$ cat config.mk
export PLATFORM = sky130hd
export DESIGN_NAME = aic_sensor_end_flat
export DESIGN_NICKNAME = d
export VERILOG_FILES = /design/src/design/aic_pkg.sv /design/src/design/aic_if.sv /design/src/design/aic_sensor_end.sv /design/src/flat_wrapper.sv
export SDC_FILE = /design/constraint.sdc
export NUM_CORES = 1
export LEC_CHECK = 0
export ABC_AREA = 1
export BUFFER_PORTS_ARGS = -buffer_cell sky130_fd_sc_hd__buf_2
export CORE_UTILIZATION = 51
export CTS_BUF_LIST = sky130_fd_sc_hd__clkbuf_2 sky130_fd_sc_hd__clkbuf_4 sky130_fd_sc_hd__clkbuf_8
export DETAILED_ROUTE_END_ITERATION = 8
export GPL_ROUTABILITY_DRIVEN = 0
export PLACE_DENSITY = 0.73
export SLEW_MARGIN = 15
export SYNTH_ARGS = -nofsm -noshare
export SYNTH_HDL_FRONTEND = slang
export SYNTH_SLANG_ARGS = --single-unit
$ cat constraint.sdc
create_clock -name ref_clk -period 8 [get_ports ref_clk]
set_input_delay 1.6 -clock ref_clk [delete_from_list [all_inputs] [get_ports ref_clk]]
set_output_delay 1.6 -clock ref_clk [all_outputs]
set_load 0.02 [all_outputs]
$ cat src/design/aic_pkg.sv
// constants, register map and helpers shared by both ends of the control link
package aic_pkg;
  localparam int unsigned ADDR_W = 7;
  localparam int unsigned DATA_W = 8;

  // register map
  localparam logic [6:0] ADDR_IF_CTRL = 7'h0E;
  localparam logic [6:0] ADDR_IDENT   = 7'h0F;
  localparam logic [6:0] ADDR_CTRL1   = 7'h10;
  localparam logic [6:0] ADDR_CTRL2   = 7'h11;
  localparam logic [6:0] ADDR_PRESS_X = 7'h28;
  localparam logic [6:0] ADDR_PRESS_L = 7'h29;
  localparam logic [6:0] ADDR_PRESS_H = 7'h2A;
  localparam logic [6:0] ADDR_TEMP_L  = 7'h2B;
  localparam logic [6:0] ADDR_TEMP_H  = 7'h2C;

  // interface_control fields
  localparam int unsigned IF_IRQ_OUT_BIT  = 7;
  localparam int unsigned IF_DATA_PU_BIT  = 6;
  localparam int unsigned IF_SOUT_PU_BIT  = 5;
  localparam int unsigned IF_IRQ_PD_BIT   = 4;
  localparam int unsigned IF_I3C_DIS_BIT  = 3;
  localparam int unsigned IF_I2C_DIS_BIT  = 2;
  localparam logic [7:0]  IF_CTRL_MASK    = 8'hFC;
  localparam logic [7:0]  IF_CTRL_RESET   = 8'h00;

  // acquisition_control_one fields
  localparam int unsigned C1_RATE_LSB     = 4;
  localparam int unsigned C1_FILT_EN_BIT  = 3;
  localparam int unsigned C1_FILT_BW_BIT  = 2;
  localparam int unsigned C1_BLOCK_UPD_BIT = 1;
  localparam int unsigned C1_SPI_WIRE_BIT = 0;
  localparam logic [7:0]  CTRL1_MASK      = 8'h7F;
  localparam logic [7:0]  CTRL1_RESET     = 8'h00;

  // acquisition_control_two fields
  localparam int unsigned C2_BOOT_BIT     = 7;
  localparam int unsigned C2_IRQ_POL_BIT  = 6;
  localparam int unsigned C2_IRQ_DRV_BIT  = 5;
  localparam int unsigned C2_AUTO_INC_BIT = 4;
  localparam int unsigned C2_SOFT_RST_BIT = 2;
  localparam int unsigned C2_LOW_NOISE_BIT = 1;
  localparam int unsigned C2_ONE_SHOT_BIT = 0;
  localparam logic [7:0]  CTRL2_MASK      = 8'hF7;
  localparam logic [7:0]  CTRL2_RESET     = 8'h10;

  // rate codes and output rates
  localparam logic [2:0] RATE_OFF   = 3'h0;
  localparam logic [2:0] RATE_100HZ = 3'h6;
  localparam int unsigned BASE_RATE_HZ = 600;
  localparam int unsigned CLK_HZ       = 50_000_000;
  localparam int unsigned BASE_TICK_CYCLES = CLK_HZ / BASE_RATE_HZ;

  // trim copy time after a reload request
  localparam int unsigned BOOT_TIME_NS  = 320;
  localparam int unsigned CLK_PERIOD_NS = 20;
  localparam int unsigned BOOT_CYCLES   = (BOOT_TIME_NS + CLK_PERIOD_NS - 1) / CLK_PERIOD_NS;

  localparam logic [7:0] DEVICE_CODE_DEFAULT = 8'h5A;  // arbitrary value

  typedef enum logic [1:0] {
    AIC_BW_HALF      = 2'h1,
    AIC_BW_NINTH     = 2'h2,
    AIC_BW_TWENTIETH = 2'h3
  } aic_bw_t;

  // base ticks per output sample for a rate code
  function automatic logic [9:0] aic_rate_ticks(input logic [2:0] code);
    logic [9:0] t;
    t = 10'(BASE_RATE_HZ);
    case (code)
      3'h1: t = 10'(BASE_RATE_HZ / 1);
      3'h2: t = 10'(BASE_RATE_HZ / 10);
      3'h3: t = 10'(BASE_RATE_HZ / 25);
      3'h4: t = 10'(BASE_RATE_HZ / 50);
      3'h5: t = 10'(BASE_RATE_HZ / 75);
      3'h6: t = 10'(BASE_RATE_HZ / 100);
      3'h7: t = 10'(BASE_RATE_HZ / 200);
      default: t = 10'(BASE_RATE_HZ);
    endcase
    return t;
  endfunction
endpackage

$ cat src/design/aic_if.sv
// register access link between the host controller and the sensor control logic
`timescale 1ns/100ps
`default_nettype none
interface aic_if;
  logic       req;
  logic       start;
  logic       we;
  logic [6:0] addr;
  logic [7:0] wdata;
  logic       ack;
  logic [7:0] rdata;

  modport sensor (input req, input start, input we, input addr, input wdata,
                  output ack, output rdata);
  modport host   (output req, output start, output we, output addr, output wdata,
                  input ack, input rdata);
endinterface
`default_nettype wire

$ cat src/design/aic_sensor_end.sv
// sensor-side acquisition and interface control registers
`timescale 1ns/100ps
`default_nettype none
module aic_sensor_end #(
  parameter int unsigned BASE_TICK_CYCLES = aic_pkg::BASE_TICK_CYCLES,
  parameter logic [7:0]  DEVICE_CODE      = aic_pkg::DEVICE_CODE_DEFAULT  // arbitrary value
) (
  input  wire logic            ref_clk,
  input  wire logic            rst,
  aic_if.sensor                bus,
  output logic                 conv_start,
  input  wire logic            conv_done,
  input  wire logic [23:0]     conv_pressure,
  input  wire logic [15:0]     conv_temp,
  output logic [23:0]          pressure_out,
  output logic [15:0]          temp_out,
  output logic                 sample_update,
  output logic                 low_noise_active,
  output logic                 filter_enable,
  output aic_pkg::aic_bw_t     bandwidth,
  output logic                 spi_wire_mode,
  output logic                 trim_load,
  output logic                 boot_busy,
  input  wire logic            irq_level,
  output logic                 first_irq_pad_out,
  output logic                 first_irq_pad_oe_n,
  output logic                 irq_pad_output_mode,
  output logic                 data_line_pullup_enable,
  output logic                 serial_out_pullup_enable,
  output logic                 irq_pad_pulldown_enable,
  output logic                 i3c_enable,
  output logic                 i2c_enable
);
  typedef enum logic [1:0] {
    AIC_ACQ_IDLE = 2'b01,
    AIC_ACQ_CONV = 2'b10
  } aic_acq_t;

  typedef struct packed {
    logic [7:0]  if_ctrl;
    logic [7:0]  ctrl1;
    logic [7:0]  ctrl2;
    logic [23:0] press;
    logic [15:0] temp;
    logic [6:0]  ptr;
    logic        ack;
    logic [7:0]  rdata;
    aic_acq_t    acq;
    logic        conv_start;
    logic        sample_update;
    logic        set_lock;
    logic [23:0] base_cnt;
    logic [9:0]  tick_cnt;
    logic        due;
    logic [4:0]  boot_cnt;
    logic        trim_load;
  } aic_dev_state_t;

  aic_dev_state_t s;
  aic_dev_state_t next_s;

  logic [2:0] rate;
  logic [6:0] acc_addr;
  logic       do_soft_rst;

  assign rate     = s.ctrl1[aic_pkg::C1_RATE_LSB +: 3];
  assign acc_addr = bus.start ? bus.addr : s.ptr;

  function automatic logic [7:0] read_reg(input aic_dev_state_t cur, input logic [6:0] a);
    logic [7:0] d;
    d = 8'h00;
    unique case (a)
      aic_pkg::ADDR_IF_CTRL: d = cur.if_ctrl;
      aic_pkg::ADDR_IDENT:   d = DEVICE_CODE;
      aic_pkg::ADDR_CTRL1:   d = cur.ctrl1;
      aic_pkg::ADDR_CTRL2:   d = cur.ctrl2;
      aic_pkg::ADDR_PRESS_X: d = cur.press[7:0];
      aic_pkg::ADDR_PRESS_L: d = cur.press[15:8];
      aic_pkg::ADDR_PRESS_H: d = cur.press[23:16];
      aic_pkg::ADDR_TEMP_L:  d = cur.temp[7:0];
      aic_pkg::ADDR_TEMP_H:  d = cur.temp[15:8];
      default:               d = 8'h00;
    endcase
    return d;
  endfunction

  always_comb begin
    next_s               = s;
    next_s.ack           = 1'b0;
    next_s.conv_start    = 1'b0;
    next_s.sample_update = 1'b0;
    next_s.trim_load     = 1'b0;
    do_soft_rst          = 1'b0;

    // output rate timebase, idle while powered down
    if (rate == aic_pkg::RATE_OFF) begin
      next_s.base_cnt = 24'h000000;
      next_s.tick_cnt = 10'h000;
      next_s.due      = 1'b0;
    end else if (s.base_cnt >= 24'(BASE_TICK_CYCLES - 1)) begin
      next_s.base_cnt = 24'h000000;
      if (s.tick_cnt >= aic_pkg::aic_rate_ticks(rate) - 10'h001) begin
        next_s.tick_cnt = 10'h000;
        next_s.due      = 1'b1;
      end else begin
        next_s.tick_cnt = s.tick_cnt + 10'h001;
      end
    end else begin
      next_s.base_cnt = s.base_cnt + 24'h000001;
    end

    // register access; the link answers in every mode
    if (bus.req && !s.ack) begin
      next_s.ack   = 1'b1;
      next_s.rdata = read_reg(s, acc_addr);
      next_s.ptr   = s.ctrl2[aic_pkg::C2_AUTO_INC_BIT] ? acc_addr + 7'h01 : acc_addr;
      if (!bus.we) begin
        if (s.ctrl1[aic_pkg::C1_BLOCK_UPD_BIT] &&
            (acc_addr == aic_pkg::ADDR_PRESS_X || acc_addr == aic_pkg::ADDR_PRESS_L)) begin
          next_s.set_lock = 1'b1;
        end
        if (acc_addr == aic_pkg::ADDR_PRESS_H) begin
          next_s.set_lock = 1'b0;
        end
      end else begin
        unique case (acc_addr)
          aic_pkg::ADDR_IF_CTRL: next_s.if_ctrl = bus.wdata & aic_pkg::IF_CTRL_MASK;
          aic_pkg::ADDR_CTRL1:   next_s.ctrl1 = bus.wdata & aic_pkg::CTRL1_MASK;
          aic_pkg::ADDR_CTRL2: begin
            next_s.ctrl2 = bus.wdata & aic_pkg::CTRL2_MASK;
            next_s.ctrl2[aic_pkg::C2_SOFT_RST_BIT] = 1'b0;
            // one-shot is honoured only from power-down with nothing running
            next_s.ctrl2[aic_pkg::C2_ONE_SHOT_BIT] = s.ctrl2[aic_pkg::C2_ONE_SHOT_BIT] ||
              (bus.wdata[aic_pkg::C2_ONE_SHOT_BIT] && rate == aic_pkg::RATE_OFF &&
               s.acq == AIC_ACQ_IDLE);
            next_s.ctrl2[aic_pkg::C2_BOOT_BIT] = s.ctrl2[aic_pkg::C2_BOOT_BIT];
            if (bus.wdata[aic_pkg::C2_BOOT_BIT] && s.boot_cnt == 5'h00) begin
              next_s.ctrl2[aic_pkg::C2_BOOT_BIT] = 1'b1;
              next_s.boot_cnt  = 5'(aic_pkg::BOOT_CYCLES);
              next_s.trim_load = 1'b1;
            end
            do_soft_rst = bus.wdata[aic_pkg::C2_SOFT_RST_BIT];
          end
          default: ;  // identity and unmapped addresses drop writes
        endcase
      end
    end

    // trim copy runs its fixed time, then the bit drops
    if (s.boot_cnt != 5'h00) begin
      next_s.boot_cnt = s.boot_cnt - 5'h01;
      if (s.boot_cnt == 5'h01) begin
        next_s.ctrl2[aic_pkg::C2_BOOT_BIT] = 1'b0;
      end
    end

    unique case (s.acq)
      AIC_ACQ_IDLE: begin
        if (s.ctrl2[aic_pkg::C2_ONE_SHOT_BIT]) begin
          next_s.acq        = AIC_ACQ_CONV;
          next_s.conv_start = 1'b1;
        end else if (s.due && rate != aic_pkg::RATE_OFF) begin
          next_s.acq        = AIC_ACQ_CONV;
          next_s.conv_start = 1'b1;
          next_s.due        = 1'b0;
        end
      end
      AIC_ACQ_CONV: begin
        // a tick that lands mid-conversion is skipped, not queued
        next_s.due = 1'b0;
        if (conv_done) begin
          next_s.acq = AIC_ACQ_IDLE;
          next_s.ctrl2[aic_pkg::C2_ONE_SHOT_BIT] = 1'b0;
          // a sample meeting a locked set is dropped so bytes never mix
          if (!(s.ctrl1[aic_pkg::C1_BLOCK_UPD_BIT] && next_s.set_lock)) begin
            next_s.press         = conv_pressure;
            next_s.temp          = conv_temp;
            next_s.sample_update = 1'b1;
          end
        end
      end
    endcase

    if (do_soft_rst) begin
      next_s.if_ctrl    = aic_pkg::IF_CTRL_RESET;
      next_s.ctrl1      = aic_pkg::CTRL1_RESET;
      next_s.ctrl2      = aic_pkg::CTRL2_RESET;
      next_s.press      = 24'h000000;
      next_s.temp       = 16'h0000;
      next_s.acq        = AIC_ACQ_IDLE;
      next_s.conv_start = 1'b0;
      next_s.set_lock   = 1'b0;
      next_s.base_cnt   = 24'h000000;
      next_s.tick_cnt   = 10'h000;
      next_s.due        = 1'b0;
      next_s.boot_cnt   = 5'h00;
      next_s.trim_load  = 1'b0;
    end
  end

  always_ff @(posedge ref_clk or posedge rst) begin
    if (rst) begin
      s               <= '0;
      s.if_ctrl       <= aic_pkg::IF_CTRL_RESET;
      s.ctrl1         <= aic_pkg::CTRL1_RESET;
      s.ctrl2         <= aic_pkg::CTRL2_RESET;
      s.acq           <= AIC_ACQ_IDLE;
    end else begin
      s <= next_s;
    end
  end

  assign bus.ack       = s.ack;
  assign bus.rdata     = s.rdata;
  assign conv_start    = s.conv_start;
  assign pressure_out  = s.press;
  assign temp_out      = s.temp;
  assign sample_update = s.sample_update;
  assign trim_load     = s.trim_load;
  assign boot_busy     = s.ctrl2[aic_pkg::C2_BOOT_BIT];

  assign low_noise_active = s.ctrl2[aic_pkg::C2_LOW_NOISE_BIT] &&
                            rate < aic_pkg::RATE_100HZ;
  assign filter_enable    = s.ctrl1[aic_pkg::C1_FILT_EN_BIT];
  assign bandwidth = !s.ctrl1[aic_pkg::C1_FILT_EN_BIT] ? aic_pkg::AIC_BW_HALF :
                     (s.ctrl1[aic_pkg::C1_FILT_BW_BIT] ? aic_pkg::AIC_BW_TWENTIETH
                                                        : aic_pkg::AIC_BW_NINTH);
  assign spi_wire_mode    = s.ctrl1[aic_pkg::C1_SPI_WIRE_BIT];

  // open-drain only pulls low, so the high pad level is the released one
  logic pad_level;
  assign pad_level = irq_level ^ s.ctrl2[aic_pkg::C2_IRQ_POL_BIT];
  assign first_irq_pad_out  = s.ctrl2[aic_pkg::C2_IRQ_DRV_BIT] ? 1'b0 : pad_level;
  assign first_irq_pad_oe_n = s.ctrl2[aic_pkg::C2_IRQ_DRV_BIT] ? pad_level : 1'b0;

  assign irq_pad_output_mode      = s.if_ctrl[aic_pkg::IF_IRQ_OUT_BIT];
  assign data_line_pullup_enable  = s.if_ctrl[aic_pkg::IF_DATA_PU_BIT];
  assign serial_out_pullup_enable = s.if_ctrl[aic_pkg::IF_SOUT_PU_BIT];
  assign irq_pad_pulldown_enable  = !s.if_ctrl[aic_pkg::IF_IRQ_PD_BIT];
  assign i3c_enable               = !s.if_ctrl[aic_pkg::IF_I3C_DIS_BIT];
  assign i2c_enable               = !s.if_ctrl[aic_pkg::IF_I2C_DIS_BIT];
endmodule
`default_nettype wire

$ cat src/flat_wrapper.sv
// flat-port wrapper written by rule: the top's interface ports become plain ports
module aic_sensor_end_flat 
#(
  parameter int unsigned BASE_TICK_CYCLES = aic_pkg::BASE_TICK_CYCLES,
  parameter logic [7:0]  DEVICE_CODE      = aic_pkg::DEVICE_CODE_DEFAULT                    
)
  (ref_clk, rst, conv_start, conv_done, conv_pressure, conv_temp, pressure_out, temp_out, sample_update, low_noise_active, filter_enable, bandwidth, spi_wire_mode, trim_load, boot_busy, irq_level, first_irq_pad_out, first_irq_pad_oe_n, irq_pad_output_mode, data_line_pullup_enable, serial_out_pullup_enable, irq_pad_pulldown_enable, i3c_enable, i2c_enable, bus_req, bus_start, bus_we, bus_addr, bus_wdata, bus_ack, bus_rdata);
  aic_if bus_i ();
  input  wire logic ref_clk;
  input  wire logic rst;
  output logic conv_start;
  input  wire logic conv_done;
  input  wire logic [23:0] conv_pressure;
  input  wire logic [15:0] conv_temp;
  output logic [23:0] pressure_out;
  output logic [15:0] temp_out;
  output logic sample_update;
  output logic low_noise_active;
  output logic filter_enable;
  output aic_pkg::aic_bw_t bandwidth;
  output logic spi_wire_mode;
  output logic trim_load;
  output logic boot_busy;
  input  wire logic irq_level;
  output logic first_irq_pad_out;
  output logic first_irq_pad_oe_n;
  output logic irq_pad_output_mode;
  output logic data_line_pullup_enable;
  output logic serial_out_pullup_enable;
  output logic irq_pad_pulldown_enable;
  output logic i3c_enable;
  output logic i2c_enable;
  input wire logic [$bits(bus_i.req)-1:0] bus_req;
  input wire logic [$bits(bus_i.start)-1:0] bus_start;
  input wire logic [$bits(bus_i.we)-1:0] bus_we;
  input wire logic [$bits(bus_i.addr)-1:0] bus_addr;
  input wire logic [$bits(bus_i.wdata)-1:0] bus_wdata;
  output wire logic [$bits(bus_i.ack)-1:0] bus_ack;
  output wire logic [$bits(bus_i.rdata)-1:0] bus_rdata;
  assign bus_i.req = bus_req;
  assign bus_i.start = bus_start;
  assign bus_i.we = bus_we;
  assign bus_i.addr = bus_addr;
  assign bus_i.wdata = bus_wdata;
  assign bus_ack = bus_i.ack;
  assign bus_rdata = bus_i.rdata;
  aic_sensor_end #(.BASE_TICK_CYCLES(BASE_TICK_CYCLES), .DEVICE_CODE(DEVICE_CODE)) u_core (.ref_clk(ref_clk), .rst(rst), .bus(bus_i), .conv_start(conv_start), .conv_done(conv_done), .conv_pressure(conv_pressure), .conv_temp(conv_temp), .pressure_out(pressure_out), .temp_out(temp_out), .sample_update(sample_update), .low_noise_active(low_noise_active), .filter_enable(filter_enable), .bandwidth(bandwidth), .spi_wire_mode(spi_wire_mode), .trim_load(trim_load), .boot_busy(boot_busy), .irq_level(irq_level), .first_irq_pad_out(first_irq_pad_out), .first_irq_pad_oe_n(first_irq_pad_oe_n), .irq_pad_output_mode(irq_pad_output_mode), .data_line_pullup_enable(data_line_pullup_enable), .serial_out_pullup_enable(serial_out_pullup_enable), .irq_pad_pulldown_enable(irq_pad_pulldown_enable), .i3c_enable(i3c_enable), .i2c_enable(i2c_enable));
endmodule
Yosys cells after proc, flatten, opt, wreduce, memory -nomap -nowiden
Cells that the tools add are included.
{"block": "op_classes", "addsub": 5, "magnitude_cmp": 3, "n_eq_ne": 21, "bitwise": 1, "n_reduce_logical": 36, "muxes": 53}
{"op": "$mux W41", "count": 2}
{"op": "$mux W24", "count": 3}
{"op": "$pmux W8 S9", "count": 1}
{"op": "$mux W64", "count": 1}
{"op": "$pmux W10 S6", "count": 1}
{"op": "$mux W42", "count": 1}
{"op": "$mux W40", "count": 1}
{"op": "$eq A7 B6 Y1 const B", "count": 5}
{"op": "$mux W35", "count": 1}
{"op": "$mux W10", "count": 3}
{"op": "$add A24 B1 Y24 const B", "count": 1}
{"op": "$ge A24 B17 Y1 const B", "count": 1}
{"op": "$mux W6", "count": 4}
{"op": "$mux W8", "count": 3}
{"op": "$mux W1", "count": 20}
{"op": "$reduce_bool A3 Y1", "count": 6}
{"op": "$eq A7 B4 Y1 const B", "count": 2}
{"op": "$eq A7 B5 Y1 const B", "count": 2}
{"op": "$mux W7", "count": 2}
{"op": "$reduce_bool A2 Y1", "count": 7}
{"op": "$eq A3 B3 Y1 const B", "count": 4}
{"op": "$reduce_and A3 Y1", "count": 4}
{"op": "$mux W11", "count": 1}
{"op": "$add A10 B1 Y10 const B", "count": 1}
{"op": "other kinds (27)", "count": 42}
{"block": "totals", "wordCells": 137, "reg_bits": 126}

Logic depth before layout (Yosys ltp)
Gate-level depths: netlist of the first run.
{"block": "depth", "depth_word": 13, "ltp_mapped": 16}

Least setup slack after synthesis of the first run
OpenSTA, ideal clock, no wires.
{"block": "synth_timing", "path_kind": "in2out", "from": "input irq_level", "to": "output first_irq_pad_oe_n", "t_arrival_ns": 2.007, "stages": 2, "required_ns": 6.400, "setup_slack_ns": 4.393, "cell_sequence": "xnor2_1 > nor2_1"}
{"block": "synth_between", "elab_chain_len": 2}
{"item": "from (decl)", "line_no": "flat_wrapper.sv:24", "rtl": "input wire logic irq_level;"}
{"item": "$xor A1 B1 Y1", "line_no": "aic_sensor_end.sv:232", "rtl": "assign pad_level = irq_level ^ s.ctrl2[aic_pkg::C2_IRQ_POL_BIT];"}
{"item": "$mux W1", "line_no": "aic_sensor_end.sv:234", "rtl": "assign first_irq_pad_oe_n = s.ctrl2[aic_pkg::C2_IRQ_DRV_BIT] ? pad_level : 1'b0;"}
{"item": "to (decl)", "line_no": "flat_wrapper.sv:26", "rtl": "output logic first_irq_pad_oe_n;"}
No other way between the ends.

Worst setup path in the final report of the first run
{"block": "layout_timing", "from": "input bus_start", "to": "register u_core.s, in the netlist u_core.temp_out[12]"}
{"block": "layout_between", "elab_chain_len": 11, "elab_cells_between_ends": 20}
{"item": "from (decl)", "line_no": "flat_wrapper.sv:34", "rtl": "input wire logic [$bits(bus_i.start)-1:0] bus_start;"}
{"item": "$mux W7 *", "line_no": "aic_sensor_end.sv:67", "rtl": "assign acc_addr = bus.start ? bus.addr : s.ptr;"}
{"item": "$eq A7 B6 Y1", "line_no": "aic_sensor_end.sv:119", "rtl": "(acc_addr == aic_pkg::ADDR_PRESS_X || acc_addr == aic_pkg::ADDR_PRESS_L)) begin"}
{"item": "$logic_or A1 B1 Y1", "line_no": "aic_sensor_end.sv:119"}
{"item": "$logic_and A1 B1 Y1", "line_no": "aic_sensor_end.sv:118", "rtl": "if (s.ctrl1[aic_pkg::C1_BLOCK_UPD_BIT] &&"}
{"item": "$mux W1", "line_no": "aic_sensor_end.sv:118"}
{"item": "$mux W1", "line_no": "aic_sensor_end.sv:122", "rtl": "if (acc_addr == aic_pkg::ADDR_PRESS_H) begin"}
{"item": "$mux W1", "line_no": "aic_sensor_end.sv:117", "rtl": "if (!bus.we) begin"}
{"item": "$mux W1", "line_no": "aic_sensor_end.sv:113", "rtl": "if (bus.req && !s.ack) begin"}
{"item": "$logic_and A1 B1 Y1", "line_no": "aic_sensor_end.sv:175", "rtl": "if (!(s.ctrl1[aic_pkg::C1_BLOCK_UPD_BIT] && next_s.set_lock)) begin"}
{"item": "$ne A2 B1 Y1 (no line)"}
{"item": "$reduce_and A3 Y1 (no line)"}
{"item": "to (signal assigned)", "line_no": "aic_sensor_end.sv:209", "rtl": "s <= next_s;"}
{"item": "to (decl)", "line_no": "aic_sensor_end.sv:59", "rtl": "aic_dev_state_t s;"}
Every way passes the cells marked *; elsewhere a longest branch is shown, timed or not.
A chain may end at the register's enable or synchronous reset.

==> run summary, run 1 <==
Max clock buf depth = 2
Family with the most delay on the worst path = simple AND/OR/NAND/NOR gates
Congestion Overflow GR = 0
Vias in the first global route = 5643
I/O pins = 128
Starting Density = 52.4%
Startpoint class of the critical path = primary input
Leading cell types in the layout, fill and taps excluded = nand2_1, nand3_1, buf_2
Drt wl/cell = 14.8 um
GRT Overall Usage = 25.6%
Register area share after synthesis = 43.6%
Clock period minus worst slack = 4.39 ns
Setup TNS = 0 ns
Cells after synthesis = 896
Worst R2R Setup Slack = 4.74 ns
Cell Area, Synth = 6940 um^2
# resized after CTS = 0
Htree depth = 4
Antenna Cells = 0
Post-CTS Repair Setup Buffers = 0
Initial antenna violation count = 1
Area of the core = 13200 um^2
Max VDD drop = 189 uV
Nets = 1054
#FFs+latches synth = 121
FILL cells = 1295
CTS root buf = clkbuf_8
Max stage delay on crit path = 0.68 ns
Area leader, netlist = dfrtp_1
Area grow syn2layout = 10.1%
Worst slew margin = 33.4%
Vias/cell = 5.30
CTS hold repair buffers = 0
PnR Total Power = 1930 uW
Final setup fails = 0
Routed Antenna Nets = 0
Cts bufs inserted = 17
Critical path buffer and inverter count = 3
Pwr dens = 252 nW/um^2
Critical Path Fanout Max = 41
TritonCTS clock tree = built
Req. time, crit path = 8.38 ns
Yosys warns = 0
First-pass GRT wire length = 28.1 mm
Share of layout cells above drive strength 1 = 19.1%
Pin count of the biggest net entering global routing = 85
Max Slew Vio Count = 0
# rows = 42
Routed WL = 17.2 mm
Total number of vias = 6154
Slowest cell on the critical path = nand2_4
Detailed-route DRC error count = 0
Crit path kind = primary input to register
Skew final = 0.0148 ns
Largest cells by area after synthesis = dfrtp_1, nand2_1, nand3_1, buf_4, nor2_1
Final worst-path cycle share = 54.9%
Most common cell after layout, fill and taps aside = nand2_1
Detailed placer's ending HPWL = 12.5 mm
Status = complete, no violations
DRT iter0 DRCs = 499
Worst-Margin Slew = 0.991 ns
Drt pass-1 iters = 5
Mean Syn Cell Area = 7.75 um^2
Clock Sinks = 121
RSZ-0062 raised after global routing = no
Die Span X = 119 um
Hold Fails Final Rpt = 0
Leak Pwr = 0.00396 uW
Worst-path clk slew = 0.07 ns
Crit path DAT = 4.77 ns
CP dominant cell by count = nand2_1
MaxCap Viol Count = 0
Post-synth top area share = 42.9%
Clk_lat worst skew = 0.45 ns
Die area = 14100 um^2
Max frequency = 228 MHz
Number of buffers inserted by port buffering = 127
CP Cell Sequence = buf_2 > inv_2 > or2_2 > o21ai_0 > ha_1 > inv_1 > nor2_1 > nand2_2 > nand2_1 > nand2_1 > nand2_1 > nand3_2 > nand2_4 > nand3_1 > nand2_1
Hold Path Class = register to register
Chip height = 119 um
Count of cell types in the netlist = 41
CP Capture Type = register
==> through the flow <==
stage               hold slack [ns]  instance area (um^2)  std cells  setup WS, ns  util [%]
floorplan                     0.447                  6970        903          3.19         -
global placement              0.466                  7300       1130          3.27      55.1
detailed placement            0.471                  7300       1130          3.21      55.1
CTS                           0.488                  7640       1161          3.64      57.7
global route                  0.504                  7650       1161          3.20      57.7
finish                        0.479                  7650       1161          3.61      57.7
==> routing by layer <==
layer  track usage (%)  wire [um]  up-vias
met3              5.36       1060       44
met2              37.7       7760      207
met1              36.7       7870     2893
met5                 0         10        -
met4              10.5        488        2
li1                  -          -     3008
==> final cells by class <==
cell class,instances,area [um^2],area share (%)
tap,176,220,2.88
sequential,121,3030,39.6
clock buffer,22,290,3.80
timing repair buffer,129,654,8.56
clock inverter,9,50.0,0.655
inverter,84,319,4.17
multi-input combinational,620,3080,40.3
==> registers in the layout, summed over array words and instances (netlist names), 3 cells and up <==
register	cells
u_core.rate	3
u_core.bus.rdata	8
u_core.pressure_out	24
u_core.s	60
u_core.temp_out	16
==> synthesized netlist by cell type (all sizes together) <==
cell type	count
o211ai	3
inv	83
a41oi	1
or2	1
xnor2	9
nor3	17
and3	2
clkinv	1
xor2	11
dfstp	2
a21oi	14
nand3b	3
a31oi	1
nand4	14
a211oi	1
nor4	2
o22ai	5
ha	19
conb	2
dfrtp	119
o31a	1
clkbuf	9
nor2	96
buf	69
o21a	2
o21ai	53
nand3	136
nand2	218
o31ai	1
and3b	1
==> report_power, final <==
part           switching (uW)  total (uW)  leakage, uW  internal, uW
registers                 121         870      0.00157           749
logic                     384         580      0.00221           196
clock network             241         480     0.000181           239
==> final timing paths <==
check | endpoint | from | depth (start not counted)
min in group asynchronous | u_core.s[33]$_DFF_PP0_ | rst | 2
hold / removal | u_core.bus.rdata[5]$_DFFE_PP0P_ | u_core.bus.rdata[5]$_DFFE_PP0P_ | 2
setup / recovery | u_core.temp_out[12]$_DFFE_PP0P_ | bus_start | 15
setup reg to reg | u_core.temp_out[12]$_DFFE_PP0P_ | u_core.s[55]$_DFFE_PP0P_ | 12
max in group asynchronous | u_core.bus.rdata[6]$_DFFE_PP0P_ | rst | 3
hold reg to reg | u_core.bus.rdata[5]$_DFFE_PP0P_ | u_core.bus.rdata[5]$_DFFE_PP0P_ | 2
==> kinds of logic (layout without fill, tap and decap cells) <==
| logic type | count (synthesis) | after routing | synth area share (%) |
|---|---|---|---|
| simple gates | 490 | 490 | 31.5 |
| buf+inv | 162 | 244 | 12.4 |
| flops | 121 | 121 | 43.6 |
| compound gates | 82 | 82 | 6.43 |
| xor+xnor | 20 | 20 | 2.52 |
| fa+ha+maj | 19 | 19 | 3.42 |
| other cells | 2 | 9 | 0.108 |
==> worst min-delay path, stage by stage, from the launching register on <==
cell	delay (ns)
dfrtp_1	0.34
nand2_1	0.05
nand2_1	0.05
Note: power is estimated with default switching activity, not from simulation.
==> run 2: changes to the inputs <==
- clock period: 8 -> 4.3 ns (I/O delays scaled with it)
==> run 2 against run 1 <==
Compared with the run above: clock power rose by 120%; die area did not move; clock-buffer cell count fell by 1; register-to-register slack got worse by 3.3 ns; sequential power rose by 85%; worst hold slack got worse by 0.0028 ns; clock skew fell by 0.0024 ns; worst setup slack got worse by 2.5 ns; via count barely moved; total power rose by 94%; sequential share of layout area fell by 0.51 points; critical path type unchanged.
==> run summary, run 2 (synthesized netlist as in run 1, its figures left out) <==
Status = complete, no violations
Congestion Overflow GR = 0
Most common cell after layout, fill and taps aside = nand2_1
First-pass GRT wire length = 28.2 mm
Leading cell types in the layout, fill and taps excluded = nand2_1, nand3_1, buf_2
Starting Density = 52.4%
# resized after CTS = 0
Die Span X = 119 um
Leak Pwr = 0.00402 uW
Hold Path Class = register to register
Pin count of the biggest net entering global routing = 57
Cts bufs inserted = 17
Worst-path clk slew = 0.07 ns
Drt wl/cell = 14.8 um
Area of the core = 13200 um^2
Final worst-path cycle share = 74.9%
Nets = 1059
Skew final = 0.0124 ns
Final Util = 58.5%
I/O pins = 128
Largest register by flop count = u_core.s
Crit path kind = primary input to register
Hold Fails Final Rpt = 0
Pwr dens = 483 nW/um^2
Clock period minus worst slack = 3.22 ns
Routed Antenna Nets = 0
Max reg flops = 60
Crit path DAT = 3.56 ns
Drt pass-1 iters = 5
# rows = 42
Setup TNS = 0 ns
Routed WL = 17.3 mm
Post-CTS Repair Setup Buffers = 0
Chip height = 119 um
Share of layout cells above drive strength 1 = 19.3%
Detailed-route DRC error count = 0
Die area = 14100 um^2
RSZ-0062 raised after global routing = no
Startpoint class of the critical path = primary input
Worst slew margin = 44.8%
CP Capture Type = register
Area grow syn2layout = 11.5%
MaxCap Viol Count = 0
Clk_lat worst skew = 0.44 ns
CTS root buf = clkbuf_8
Final instance area = 7740 um^2
Initial antenna violation count = 0
Max VDD drop = 382 uV
Total number of vias = 6155
Final setup fails = 0
Number of buffers inserted by port buffering = 127
Req. time, crit path = 4.64 ns
Vias/cell = 5.28
Max clock buf depth = 2
CTS hold repair buffers = 0
Max Slew Vio Count = 0
Critical Path Fanout Max = 24
DRT iter0 DRCs = 454
TritonCTS clock tree = built
Clock Sinks = 121
Vias in the first global route = 5601
Detailed placer's ending HPWL = 12.7 mm
Placed Area = 7340 um^2
Antenna Cells = 0
Worst-Margin Slew = 0.822 ns
Htree depth = 4
Max frequency = 311 MHz
GRT Overall Usage = 25.7%
run 2: stage by stage:
step | instances | setup WS, ns | hold WS [ns] | power (uW)
detailed placement | 1135 | 0.615 | 0.466 | 2710
floorplan | 903 | 0.229 | 0.447 | 2580
CTS | 1165 | 1.10 | 0.485 | 3760
finish | 1165 | 1.08 | 0.477 | 3740
global route | 1165 | 0.800 | 0.503 | 3960
global placement | 1135 | 0.795 | 0.465 | 2690
run 2: routing by layer:
metal	wire length, um	share of wire [%]	global-route usage, %	vias to the layer above
li1	-	-	-	3013
met4	482	2.8	10.5	0
met5	0	0	0	-
met3	1200	6.9	5.69	37
met2	7730	45	37.7	229
met1	7850	45	36.5	2876
run 2: path summary, 6_finish.rpt:
kind                                            startpoint                         endpoint  slack (ns)  cells past startpoint
hold / removal             u_core.bus.rdata[5]$_DFFE_PP0P_  u_core.bus.rdata[5]$_DFFE_PP0P_        0.48                      2
hold reg to reg            u_core.bus.rdata[5]$_DFFE_PP0P_  u_core.bus.rdata[5]$_DFFE_PP0P_        0.48                      2
setup / recovery                                 bus_start           u_core.s[30]$_DFF_PP0_        1.08                     15
setup reg to reg                  u_core.s[55]$_DFFE_PP0P_           u_core.s[30]$_DFF_PP0_        1.48                     12
max in group asynchronous                              rst        u_core.s[106]$_DFFE_PP1P_        2.85                      3
min in group asynchronous                              rst        u_core.s[121]$_DFFE_PP0P_        0.54                      2
run 2: cell type report:
| type | count | area [um^2] |
|---|---|---|
| multi-input combinational | 620 | 3080 |
| clock buffer | 21 | 283 |
| sequential | 121 | 3030 |
| tap | 176 | 220 |
| timing repair buffer | 134 | 688 |
| inverter | 84 | 319 |
| fill | 1263 | 5500 |
| clock inverter | 9 | 123 |
run 2: worst max-delay path, stage by stage:
cell and delay (ns):
buf_2 0.22, inv_2 0.09, or2_2 0.27, o21ai_0 0.20
inv_1 0.15, ha_1 0.23, inv_1 0.13, nor2_4 0.07
nand2_4 0.14, nor2_8 0.07, nand2_4 0.23, nand2_4 0.09
nor2_4 0.27, clkinv_2 0.29, nor3_1 0.24
run 2: power by group:
part	internal [uW]	leakage (uW)	switching (uW)	total, uW
combinational	368	0.00224	720	1090
sequential	1390	0.00157	211	1610
clock	614	0.000210	435	1050
